`src/shared/rcc_pkg.sv`:
```
// shared constants and helpers for the reset cause combiner
package rcc_pkg;

	// register bus geometry
	localparam int unsigned ADDR_W = 8;
	localparam int unsigned DATA_W = 32;

	// register byte offsets
	localparam logic [7:0] OFS_CAUSE = 8'h00;
	localparam logic [7:0] OFS_OSC = 8'h04;
	localparam logic [7:0] OFS_IRQ_STAT = 8'h08;
	localparam logic [7:0] OFS_IRQ_MASK = 8'h0c;
	localparam logic [7:0] OFS_SRC_LVL = 8'h10;

	// reset cause field positions, shared by cause, status, mask and level registers
	localparam int unsigned BIT_BROWN = 0;
	localparam int unsigned BIT_POR = 1;
	localparam int unsigned BIT_ILL = 2;
	localparam int unsigned BIT_CFG = 3;
	localparam int unsigned BIT_WDT = 4;
	localparam int unsigned BIT_SOFT = 5;
	localparam int unsigned BIT_EXT = 6;
	localparam int unsigned BIT_TRAP = 7;
	localparam int unsigned CAUSE_W = 8;
	localparam int unsigned OSC_W = 3;

	// values after reset
	localparam logic [7:0] CAUSE_POR_VAL = 8'h03;
	localparam logic [7:0] CAUSE_RST = 8'h03;
	localparam logic [7:0] IRQ_STAT_RST = 8'h00;
	localparam logic [7:0] IRQ_MASK_RST = 8'h00;
	localparam logic [2:0] OSC_RST = 3'h0;
	localparam logic [2:0] PIN_SYNC_RST = 3'h4;

	// axi response codes
	localparam logic [1:0] RESP_OKAY = 2'h0;
	localparam logic [1:0] RESP_SLVERR = 2'h2;

	// true when an offset names an implemented register
	function automatic logic reg_mapped(input logic [7:0] addr);
		return (addr == OFS_CAUSE) || (addr == OFS_OSC) || (addr == OFS_IRQ_STAT) ||
			(addr == OFS_IRQ_MASK) || (addr == OFS_SRC_LVL);
	endfunction

endpackage

```
`src/shared/rcc_regbus_if.sv`:
```
`timescale 1ns/1ps
// register access strobes between the axi slave and the register file
interface rcc_regbus_if;
	logic wr_en; // one-cycle write strobe
	logic [7:0] wr_addr; // write byte offset
	logic [31:0] wr_data; // write data
	logic [3:0] wr_strb; // write byte lanes
	logic wr_ok; // write offset is mapped
	logic rd_en; // one-cycle read strobe
	logic [7:0] rd_addr; // read byte offset
	logic [31:0] rd_data; // read data, valid with rd_en
	logic rd_ok; // read offset is mapped

	// axi side drives the strobes
	modport bus_end (
		output wr_en, wr_addr, wr_data, wr_strb, rd_en, rd_addr,
		input wr_ok, rd_data, rd_ok
	);

	// register file answers them
	modport reg_end (
		input wr_en, wr_addr, wr_data, wr_strb, rd_en, rd_addr,
		output wr_ok, rd_data, rd_ok
	);
endinterface

```
`src/logic/rcc_axil_slave.sv`:
```
`timescale 1ns/1ps
// axi4-lite slave turning bus transfers into register strobes
module rcc_axil_slave import rcc_pkg::*; (
	// clock and reset
	input wire logic aclk,
	input wire logic aresetn,
	// write address channel
	input wire logic [7:0] s_axi_awaddr,
	input wire logic s_axi_awvalid,
	output logic s_axi_awready,
	// write data channel
	input wire logic [31:0] s_axi_wdata,
	input wire logic [3:0] s_axi_wstrb,
	input wire logic s_axi_wvalid,
	output logic s_axi_wready,
	// write response channel
	output logic [1:0] s_axi_bresp,
	output logic s_axi_bvalid,
	input wire logic s_axi_bready,
	// read address channel
	input wire logic [7:0] s_axi_araddr,
	input wire logic s_axi_arvalid,
	output logic s_axi_arready,
	// read data channel
	output logic [31:0] s_axi_rdata,
	output logic [1:0] s_axi_rresp,
	output logic s_axi_rvalid,
	input wire logic s_axi_rready,
	// strobes to the register file
	rcc_regbus_if.bus_end regs
);

	// whole slave state
	typedef struct packed {
		logic aw_full; // write address held
		logic [7:0] aw_addr;
		logic w_full; // write data held
		logic [31:0] w_data;
		logic [3:0] w_strb;
		logic bvalid;
		logic [1:0] bresp;
		logic rvalid;
		logic [31:0] rdata;
		logic [1:0] rresp;
	} rcc_axi_state_t;

	rcc_axi_state_t st_reg;
	rcc_axi_state_t st_next;

	// ready terms: one item per channel is buffered, no new read while data waits
	assign s_axi_awready = !st_reg.aw_full;
	assign s_axi_wready = !st_reg.w_full;
	assign s_axi_arready = !st_reg.rvalid;
	assign s_axi_bvalid = st_reg.bvalid;
	assign s_axi_bresp = st_reg.bresp;
	assign s_axi_rvalid = st_reg.rvalid;
	assign s_axi_rdata = st_reg.rdata;
	assign s_axi_rresp = st_reg.rresp;

	// write fires once address and data are both held and no response waits
	assign regs.wr_en = st_reg.aw_full && st_reg.w_full && !st_reg.bvalid;
	assign regs.wr_addr = st_reg.aw_addr;
	assign regs.wr_data = st_reg.w_data;
	assign regs.wr_strb = st_reg.w_strb;
	// read fires on the address handshake itself
	assign regs.rd_en = s_axi_arvalid && !st_reg.rvalid;
	assign regs.rd_addr = s_axi_araddr;

	// next-state of both directions
	always_comb begin
		st_next = st_reg;
		// capture write address
		if (s_axi_awvalid && !st_reg.aw_full) begin
			st_next.aw_full = 1'b1;
			st_next.aw_addr = s_axi_awaddr;
		end
		// capture write data
		if (s_axi_wvalid && !st_reg.w_full) begin
			st_next.w_full = 1'b1;
			st_next.w_data = s_axi_wdata;
			st_next.w_strb = s_axi_wstrb;
		end
		// retire a taken response
		if (st_reg.bvalid && s_axi_bready) begin
			st_next.bvalid = 1'b0;
		end
		// perform the write and raise its response
		if (regs.wr_en) begin
			st_next.aw_full = 1'b0;
			st_next.w_full = 1'b0;
			st_next.bvalid = 1'b1;
			st_next.bresp = regs.wr_ok ? RESP_OKAY : RESP_SLVERR;
		end
		// retire taken read data
		if (st_reg.rvalid && s_axi_rready) begin
			st_next.rvalid = 1'b0;
		end
		// latch read data into the output register
		if (regs.rd_en) begin
			st_next.rvalid = 1'b1;
			st_next.rdata = regs.rd_data;
			st_next.rresp = regs.rd_ok ? RESP_OKAY : RESP_SLVERR;
		end
	end

	// state register, synchronous reset
	always_ff @(posedge aclk) begin
		if (!aresetn) begin
			st_reg <= '0;
		end else begin
			st_reg <= st_next;
		end
	end

endmodule

```
`src/logic/rcc_reset_combiner.sv`:
```
// The placing of the registers and register access over AXI4-Lite are this design's own decisions.
`timescale 1ns/1ps
// Behaviour
// - merge all sources into one system reset
// - accept eight reset source kinds
// - illegal category from four separate causes
// - any active source asserts system reset
// - reset forces some registers, leaves others
// - each reset sets its own cause bit
// - power-on clears causes, sets bits one, zero
// - software may set or clear cause bits
// - writing cause bits never starts a reset
// - every reset reloads oscillator control from configuration
module rcc_reset_combiner import rcc_pkg::*; (
	// clock and reset
	input wire logic aclk,
	input wire logic aresetn,
	// axi4-lite write address
	input wire logic [7:0] s_axi_awaddr,
	input wire logic s_axi_awvalid,
	output logic s_axi_awready,
	// axi4-lite write data
	input wire logic [31:0] s_axi_wdata,
	input wire logic [3:0] s_axi_wstrb,
	input wire logic s_axi_wvalid,
	output logic s_axi_wready,
	// axi4-lite write response
	output logic [1:0] s_axi_bresp,
	output logic s_axi_bvalid,
	input wire logic s_axi_bready,
	// axi4-lite read address
	input wire logic [7:0] s_axi_araddr,
	input wire logic s_axi_arvalid,
	output logic s_axi_arready,
	// axi4-lite read data
	output logic [31:0] s_axi_rdata,
	output logic [1:0] s_axi_rresp,
	output logic s_axi_rvalid,
	input wire logic s_axi_rready,
	// asynchronous sources: supply monitors and the clear pin
	input wire logic power_on_reset,
	input wire logic brown_out_reset,
	input wire logic ext_clear_pin_reset_n,
	// synchronous sources from the core
	input wire logic software_reset_instr,
	input wire logic watchdog_timeout_reset,
	input wire logic config_mismatch_reset,
	input wire logic trap_conflict_reset,
	// illegal condition causes from the core
	input wire logic illegal_opcode,
	input wire logic uninit_wreg_use,
	input wire logic security_violation,
	input wire logic illegal_addr_mode,
	// clock selection from the oscillator configuration word
	input wire logic [2:0] initial_osc_select_bits,
	// outputs to the chip
	output logic master_system_reset,
	output logic [2:0] osc_control_register,
	output logic irq
);

	// whole block state
	typedef struct packed {
		logic [2:0] meta; // first synchroniser stage, read only by sync
		logic [2:0] sync; // second stage: {clear pin, brown-out, power-on}
		logic [7:0] src_prev; // source levels one cycle ago
		logic [7:0] cause; // reset cause register
		logic [7:0] irq_stat; // sticky source-onset events
		logic [7:0] irq_mask; // interrupt enables
		logic [2:0] osc; // oscillator control register
		logic boot_done; // oscillator loaded after bring-up
		logic sys_rst; // master system reset
		logic irq; // interrupt level
	} rcc_core_t;

	rcc_core_t st_reg;
	rcc_core_t st_next;

	// carrier between the axi slave and this register file
	rcc_regbus_if regbus ();

	// combined illegal condition and per-cause source vector
	logic illegal_condition_reset;
	logic [7:0] src_now;
	logic [7:0] src_onset;
	// decoded register writes and reads
	logic wr_lane0;
	logic wr_cause;
	logic wr_osc;
	logic wr_mask;
	logic rd_irq_stat;

	// bus protocol lives in its own module
	rcc_axil_slave u_axil (
		.aclk(aclk),
		.aresetn(aresetn),
		.s_axi_awaddr(s_axi_awaddr),
		.s_axi_awvalid(s_axi_awvalid),
		.s_axi_awready(s_axi_awready),
		.s_axi_wdata(s_axi_wdata),
		.s_axi_wstrb(s_axi_wstrb),
		.s_axi_wvalid(s_axi_wvalid),
		.s_axi_wready(s_axi_wready),
		.s_axi_bresp(s_axi_bresp),
		.s_axi_bvalid(s_axi_bvalid),
		.s_axi_bready(s_axi_bready),
		.s_axi_araddr(s_axi_araddr),
		.s_axi_arvalid(s_axi_arvalid),
		.s_axi_arready(s_axi_arready),
		.s_axi_rdata(s_axi_rdata),
		.s_axi_rresp(s_axi_rresp),
		.s_axi_rvalid(s_axi_rvalid),
		.s_axi_rready(s_axi_rready),
		.regs(regbus.bus_end)
	);

	// any of the four faults raises the illegal condition category
	assign illegal_condition_reset = illegal_opcode | uninit_wreg_use | security_violation | illegal_addr_mode;

	// gather all sources in cause-register order; only synchronised copies of pins are used
	always_comb begin
		src_now = '0;
		src_now[BIT_POR] = st_reg.sync[0];
		src_now[BIT_BROWN] = st_reg.sync[1];
		src_now[BIT_EXT] = !st_reg.sync[2];
		src_now[BIT_SOFT] = software_reset_instr;
		src_now[BIT_WDT] = watchdog_timeout_reset;
		src_now[BIT_CFG] = config_mismatch_reset;
		src_now[BIT_TRAP] = trap_conflict_reset;
		src_now[BIT_ILL] = illegal_condition_reset;
	end

	// a source going active is an interrupt event
	assign src_onset = src_now & ~st_reg.src_prev;

	// write decode; all fields live in byte lane zero
	assign wr_lane0 = regbus.wr_en && regbus.wr_strb[0];
	assign wr_cause = wr_lane0 && (regbus.wr_addr == OFS_CAUSE);
	assign wr_osc = wr_lane0 && (regbus.wr_addr == OFS_OSC);
	assign wr_mask = wr_lane0 && (regbus.wr_addr == OFS_IRQ_MASK);
	// read decode for the clear-on-read status
	assign rd_irq_stat = regbus.rd_en && (regbus.rd_addr == OFS_IRQ_STAT);

	// mapped offsets answer okay, others an error
	assign regbus.wr_ok = reg_mapped(regbus.wr_addr);
	assign regbus.rd_ok = reg_mapped(regbus.rd_addr);

	// read data mux, upper bits read as zero
	always_comb begin
		regbus.rd_data = '0;
		unique case (regbus.rd_addr)
			OFS_CAUSE: begin
				regbus.rd_data[7:0] = st_reg.cause;
			end
			OFS_OSC: begin
				regbus.rd_data[2:0] = st_reg.osc;
			end
			OFS_IRQ_STAT: begin
				regbus.rd_data[7:0] = st_reg.irq_stat;
			end
			OFS_IRQ_MASK: begin
				regbus.rd_data[7:0] = st_reg.irq_mask;
			end
			OFS_SRC_LVL: begin
				// live view of the sources
				regbus.rd_data[7:0] = src_now;
			end
			default: begin
				// unmapped offsets read zero with an error response
				regbus.rd_data = '0;
			end
		endcase
	end

	// next state of the whole block
	always_comb begin
		st_next = st_reg;

		// two-stage synchronisers for the asynchronous inputs
		st_next.meta = {ext_clear_pin_reset_n, brown_out_reset, power_on_reset};
		st_next.sync = st_reg.meta;
		st_next.src_prev = src_now;

		// system reset follows the or of every source, never the cause bits
		st_next.sys_rst = |src_now;

		// software may write any cause bit
		if (wr_cause) begin
			st_next.cause = regbus.wr_data[7:0];
		end
		// hardware sets win over a software write in the same cycle
		if (src_now[BIT_POR]) begin
			// power-on leaves only the power-on and brown-out flags
			st_next.cause = CAUSE_POR_VAL;
		end else begin
			// other resets add their own bit and keep the rest
			st_next.cause = st_next.cause | src_now;
		end

		// oscillator control reloads on every reset and once after bring-up
		if (!st_reg.boot_done || (|src_now)) begin
			st_next.osc = initial_osc_select_bits;
			st_next.boot_done = 1'b1;
		end else if (wr_osc) begin
			// software clock switching between resets
			st_next.osc = regbus.wr_data[2:0];
		end

		// interrupt mask is plain storage, kept across system resets
		if (wr_mask) begin
			st_next.irq_mask = regbus.wr_data[7:0];
		end

		// sticky status cleared by reading it; a new event in that cycle survives
		if (rd_irq_stat) begin
			st_next.irq_stat = '0;
		end
		st_next.irq_stat = st_next.irq_stat | src_onset;

		// level interrupt while any enabled status bit is set
		st_next.irq = |(st_next.irq_stat & st_next.irq_mask);
	end

	// state register; reset is treated as a power-on
	always_ff @(posedge aclk) begin
		if (!aresetn) begin
			st_reg.meta <= PIN_SYNC_RST;
			st_reg.sync <= PIN_SYNC_RST;
			st_reg.src_prev <= '0;
			st_reg.cause <= CAUSE_RST;
			st_reg.irq_stat <= IRQ_STAT_RST;
			st_reg.irq_mask <= IRQ_MASK_RST;
			st_reg.osc <= OSC_RST;
			st_reg.boot_done <= 1'b0;
			st_reg.sys_rst <= 1'b1;
			st_reg.irq <= 1'b0;
		end else begin
			st_reg <= st_next;
		end
	end

	// outputs straight from flip-flops
	assign master_system_reset = st_reg.sys_rst;
	assign osc_control_register = st_reg.osc;
	assign irq = st_reg.irq;

endmodule

```
`config.mk`:
```
export PLATFORM = sky130hd
export DESIGN_NAME = rcc_reset_combiner
export DESIGN_NICKNAME = d
export VERILOG_FILES = /design/src/shared/rcc_pkg.sv /design/src/shared/rcc_regbus_if.sv /design/src/logic/rcc_axil_slave.sv /design/src/logic/rcc_reset_combiner.sv
export SDC_FILE = /design/constraint.sdc
export NUM_CORES = 1
export LEC_CHECK = 0
export BUFFER_PORTS_ARGS = -buffer_cell sky130_fd_sc_hd__buf_2
export CORE_MARGIN = 2
export CORE_UTILIZATION = 49
export CTS_CLUSTER_SIZE = 20
export DETAILED_ROUTE_END_ITERATION = 8
export PLACE_DENSITY = 0.87
export SYNTH_ARGS = -nofsm -noshare
export SYNTH_HDL_FRONTEND = slang
export SYNTH_SLANG_ARGS = --single-unit
export TNS_END_PERCENT = 100
```
`constraint.sdc`:
```
create_clock -name aclk -period 2.6 [get_ports aclk]
set_clock_uncertainty 0.15 [all_clocks]
set_input_delay 0.13 -clock aclk [delete_from_list [all_inputs] [get_ports aclk]]
set_output_delay 0.13 -clock aclk [all_outputs]
set_load 0.02 [all_outputs]
```
==> results of run 1 <==
## cells by family after synthesis
group                  after synthesis
buffers and inverters               64
AO/OA/AOI/OAI                       61
flip-flops                          75
AND/OR/NAND/NOR                    117
other                                1
multiplexers                        33
## final timing paths
kind                           from                     to  slack (ps)  depth (start not counted)
max          u_axil.regs.wr_addr[1]                    irq         130                          5
min                 s_axi_araddr[4]  u_axil.s_axi_rresp[1]         160                          4
max reg2reg  u_axil.regs.wr_addr[1]                    irq         130                          5
min reg2reg             st_next[40]             st_reg[40]         270                          1
## metal layers
layer,share of wire,vias to the layer above,track usage
li1,-,1319,-
met1,0.42,1336,0.2638
met2,0.51,112,0.3858
met3,0.058,12,0.06615
met4,0.014,0,0.06349
met5,0,-,0
## per-stage QoR
step	instance area, um2	total power [mW]	cells
after global placement	3392	1.513	467
final	3933	2.330	518
after floorplan	3301	1.470	376
after global routing	3933	2.417	518
after CTS	3929	2.326	518
after detailed placement	3392	1.521	467
## critical path: cells and delay by family (launching register included)
family,cells,cell delay [ps]
multiplexers,1,250
AO/OA/AOI/OAI,2,530
AND/OR/NAND/NOR,2,1100
flip-flops,1,320
## power groups by stage
stage               Clock (mW)  Combinational [mW]  Sequential (mW)
floorplan                    0               0.215             1.26
global placement             0               0.250             1.26
CTS                      0.787               0.300             1.24
finish                   0.784               0.305             1.24
detailed placement           0               0.256             1.27
global route             0.837               0.333             1.25
## cell usage in the layout (no fill, tap or decap), types with 9 or more instances in the layout
cell type / n
dfxtp_1: 75
buf_2: 65
nor2_1: 50
dlygate4sd3_1: 37
a21oi_1: 28
conb_1: 26
nand2_1: 25
mux2i_1: 24
clkbuf_8: 11
a2bb2oi_1: 9
## timing repair
action / CTS / global route
resized for setup: 0 / 1
endpoints found under the setup margin: 0 / 1
endpoints found under the hold margin: 39 / 0
hold buffers: 37 / 0
## cell type report
class                   instances  area (um2)  share of cell area
clock buffers                  11       151.4             0.03850
repair buffers                106       725.7              0.1845
inverters                       9       33.78            0.008591
flip-flops and latches         75        1501              0.3818
multi-input cells             237        1409              0.3583
well taps                      77       96.34             0.02450
clock inverters                 3       15.01            0.003818
==> impl_metrics.tcl, run 1 <==
set metrics [dict create \
    wire_per_inst_um 14.95 \
    netlist_top_cells_count "75 x dfxtp_1, 50 x nor2_1, 39 x buf_4, 28 x a21oi_1" \
    fmax_ghz 0.4053 \
    port_buffers 65 \
    drive_above_1_share 0.2154 \
    cellLeakagePower_nw 1.836 \
    crit_top_cell "or4_4" \
    antenna_found_initial 0 \
    start_util 0.5050 \
    synth.ff_latch_count 75 \
    cts_buffers 9 \
    synth_compound_area_frac 0.1264 \
    pwr-share-comb 0.131 \
    dp_hpwl_um 5020 \
    vias_per_cell 5.365 \
    seqPwrFrac 0.533 \
    drv_slew 0 \
    cp_slowest_stage_delay_ps 550 \
    cts.sinks 75 \
    swShare 0.2617 \
    critPathRequiredTime_ps 2680 \
    clockBufferDepth 2 \
    grt_max_degree 51 \
    cp_max_fo 8 \
    gp_congestion 0.9178 \
    pwr-share-clk 0.336 \
    yosys.cell_count.top_type "dfxtp_1" \
    drtPass1Iterations 5 \
    ys.flop_type "dfxtp_1" \
    cts_tree "built" \
    slew_headroom 0.3660 \
    io_pins 119 \
    ant_nets 0 \
    syn_area_um2 3207 \
    layout.nets 511 \
    yosys-top-cells-area "dfxtp_1 47%, buf_4 9.1%, mux2i_1 7.8%" \
    h-tree-depth 3 \
    die_x_um 84.90 \
    antenna_cells 0 \
    synth.top_cell.area_share 0.4682 \
    synth_top_family_by_area "simple AND/OR/NAND/NOR gates" \
    hp-class "input port to register" \
    min_period_over_period 0.9491 \
    synthArstFlopShare 0 \
    core-area_um2 6350 \
    rsz0062_at_grt "false" \
    fin_crit_ps 2468 \
    die_h_um 84.90 \
    rows 29 \
    grt_pass1_wl_um 12530 \
    drt_iter0_markers 157 \
    finalSetupViolations 0 \
    vias 2779 \
    setup_slack_ps 132.4 \
    synth.area.mux_share 0.1061 \
    ys_warn_count 0 \
    fin_setup_tns_ps 0 \
    final.fill_count 518 \
    status "complete, no violations" \
    final_core_util 0.6193 \
    largest_reg_flops 34 \
    synthXorXnorAreaFrac 0 \
    hold_violations 0 \
    crit_path_top_delay_cell "or4_4" \
    synth.largest_area_cell "dfxtp_1" \
    drc 0 \
    cts_setup_buffers 0 \
    dieArea_um2 7208 \
    crit_path_start_kind "register" \
    arrival_ps 2550 \
    cts_root_buf "clkbuf_8" \
    path_cells "or4_4 -> or4_4 -> mux2i_1 -> o22ai_1 -> o41a_1" \
    wl_um 7742 \
    clkTransAtPathRegs_ps 80 \
    yosysSeqAreaShare 0.4682 \
    synth_edf_count 0 \
    pre_cts_slack_ps 77.80 \
    clock_latency_ps 350 \
    area_delta_synth_final_pct 22.63 \
    power.internal_mw 1.721 \
    yosys.area_share.adder 0 \
    tightestPinTransition_ps 949.0 \
    grt_usage 0.2210 \
    p_switching_mw 0.6097 \
    grt_overflow 0 \
    drv_cap 0 \
    whs_ps 157.2 \
    avgSynthCellArea_um2 9.136 \
    p_per_area_nw_per_um2 592.6 \
    ir_drop_mv 0.4482 \
    ys_types 36 \
    grt_pass1_vias 2677 \
    cp-end-kind "register" \
    synthSimpleGateAreaFrac 0.1752 \
    crit_type "register to register" \
    synth_cells 351 \
]
Note: power is estimated with default switching activity, not from simulation.
==> inputs of run 2 (changes only) <==
--- a/config.mk
+++ b/config.mk
@@ -7,10 +7,10 @@
 export LEC_CHECK = 0
 export BUFFER_PORTS_ARGS = -buffer_cell sky130_fd_sc_hd__buf_2
 export CORE_MARGIN = 2
-export CORE_UTILIZATION = 49
+export CORE_UTILIZATION = 44
 export CTS_CLUSTER_SIZE = 20
 export DETAILED_ROUTE_END_ITERATION = 8
-export PLACE_DENSITY = 0.87
+export PLACE_DENSITY = 0.83
 export SYNTH_ARGS = -nofsm -noshare
 export SYNTH_HDL_FRONTEND = slang
 export SYNTH_SLANG_ARGS = --single-unit
==> constraint.sdc (replaced) <==
create_clock -name aclk -period 2.1 [get_ports aclk]
set_clock_uncertainty 0.15 [all_clocks]
set_input_delay 0.105 -clock aclk [delete_from_list [all_inputs] [get_ports aclk]]
set_output_delay 0.105 -clock aclk [all_outputs]
set_load 0.02 [all_outputs]
==> impl_metrics.tcl, run 2 (synthesized netlist as in run 1, its figures left out) <==
set metrics [dict create \
    status "finished with violations" \
    violations "setup timing" \
    power_mw 3.070 \
    die_h_um 89.37 \
    top_usage_layer "met2" \
    whs_ps 167.9 \
    finalSetupViolations 9 \
    reg2reg_setup_slack_ps -370 \
    min_from "illegal_addr_mode" \
    crit_type "register to register" \
    finalInstanceArea_um2 4213 \
    grt_pass1_wl_um 12590 \
    p_switching_mw 0.8073 \
    dp.cells 509 \
    r2r-start "u_axil.regs.wr_addr[1]" \
    place_area_um2 3570 \
    final_common_cell "dfxtp_1" \
    layout.nets 534 \
    critPathLaunch "u_axil.regs.wr_addr[1]" \
    clkTransAtPathRegs_ps 80 \
    grt_max_degree 47 \
    power.internal_mw 2.262 \
    antenna_found_initial 0 \
    final_cell_mix "74 x dfxtp_1, 65 x buf_2, 50 x nor2_1" \
    pwr-share-clk 0.365 \
    drv_cap 0 \
    cts_setup_buffers 0 \
    vias_per_cell 4.986 \
    drt_iter0_markers 187 \
    wire_per_inst_um 13.99 \
    ant_nets 0 \
    cts_root_buf "clkbuf_8" \
    hp-class "input port to register" \
    pwr-share-comb 0.135 \
    instances_no_fill 565 \
    min_period_over_period 1.178 \
    cts_tree "built" \
    area_delta_synth_final_pct 31.37 \
    crit_path_start_kind "register" \
    start_util 0.4493 \
    cellLeakagePower_nw 1.968 \
    fmax_ghz 0.4042 \
    hold_violations 0 \
    cp_slowest_stage_delay_ps 540 \
    die_x_um 89.37 \
    met1_usage 0.2384 \
    slew_headroom 0.6233 \
    fin_crit_ps 2474 \
    h-tree-depth 3 \
    rows 31 \
    largest_reg_flops 34 \
    clockBufferDepth 2 \
    clock_latency_ps 360 \
    cts.sinks 75 \
    gp_congestion 0.8240 \
    io_pins 119 \
    drive_above_1_share 0.2639 \
    drv_slew 0 \
    arrival_ps 2560 \
    tightestPinTransition_ps 564.0 \
    grt_overflow 0 \
    path_cells "or4_4 -> or4_4 -> mux2i_1 -> o22ai_1 -> o41a_1" \
    rsz0062_at_grt "true" \
    cts_buffers 9 \
    critPathBufInv 0 \
    drc 0 \
    grtUsageMet2 0.3724 \
    grt_pass1_vias 2761 \
    drtPass1Iterations 6 \
    ir_drop_mv 0.4350 \
    grt_usage 0.2099 \
    setup_slack_ps -373.7 \
    cp_max_fo 8 \
    swShare 0.2630 \
    dp_hpwl_um 5440 \
    vias 2817 \
    antenna_cells 0 \
    cp-end-kind "register" \
    port_buffers 65 \
    core-area_um2 7137 \
    dieArea_um2 7987 \
    grt_use_met3 0.06648 \
    critPathRequiredTime_ps 2190 \
    wl_um 7904 \
    crit_family "simple AND/OR/NAND/NOR gates" \
    crit_top_cell "or4_4" \
    p_per_area_nw_per_um2 728.7 \
    seqPwrFrac 0.500 \
    crit_path_top_delay_cell "or4_4" \
]
[run 2: cell types whose count changed in the layout (fill, tap and decap cells not counted), sizes merged]
| cell | change |
|---|---|
| buf | +20 |
| dlygate4sd3 | +3 |
| bufinv | +1 |
| clkinvlp | +1 |
| clkbuf | -1 |
| clkinv | +1 |
[run 2: per-stage QoR]
| step | worst slack, ps | setup TNS, ps | utilization |
|---|---|---|---|
| CTS | -353.6 | -1392 | 0.5847 |
| global placement | -237.4 | -937.8 | 0.5002 |
| floorplan | -226.0 | -388.0 | - |
| global route | -442.3 | -1674 | 0.5903 |
| detailed placement | -333.1 | -1098 | 0.5002 |
| finish | -373.7 | -768.1 | 0.5903 |
[run 2: layer usage]
layer / part of all wire / routed length [um]
met2: 0.50 / 3964
met1: 0.42 / 3312
met4: 0.012 / 95
met3: 0.067 / 533
met5: 0 / 0
[run 2: power by group through the flow]
stage	Clock [mW]	Combinational, mW	Sequential, mW
floorplan	0	0.266	1.55
global placement	0	0.339	1.56
detailed placement	0	0.349	1.56
CTS	1.14	0.406	1.53
global route	1.18	0.459	1.54
finish	1.12	0.415	1.53
[run 2: final cells by class]
class                   instances  area, um2
clock buffers                  10      137.6
clock inverters                 6      65.06
fillers                       592       2924
inverters                       9      33.78
multi-input cells             237       1436
flip-flops and latches         75       1503
well taps                      99      123.9
repair buffers                129      913.4
[run 2: path summary, 6_finish.rpt]
path | endpoint | cells past startpoint
max | irq | 5
min | u_axil.s_axi_rdata[2] | 6
max reg2reg | irq | 5
min reg2reg | st_reg[40] | 1
[run 2: worst min-delay path, cell delays in order]
cell	delay, ps
buf_2	90
nor4_2	50
buf_4	130
nor2b_1	100
a221oi_1	60
a21oi_1	110
[run 2: what timing repair did]
item,in CTS,in global routing
hold buffers,40,0
endpoints found under the hold margin,43,0
pin swaps,0,3
resized for setup,0,10
setup endpoints to repair,10,15
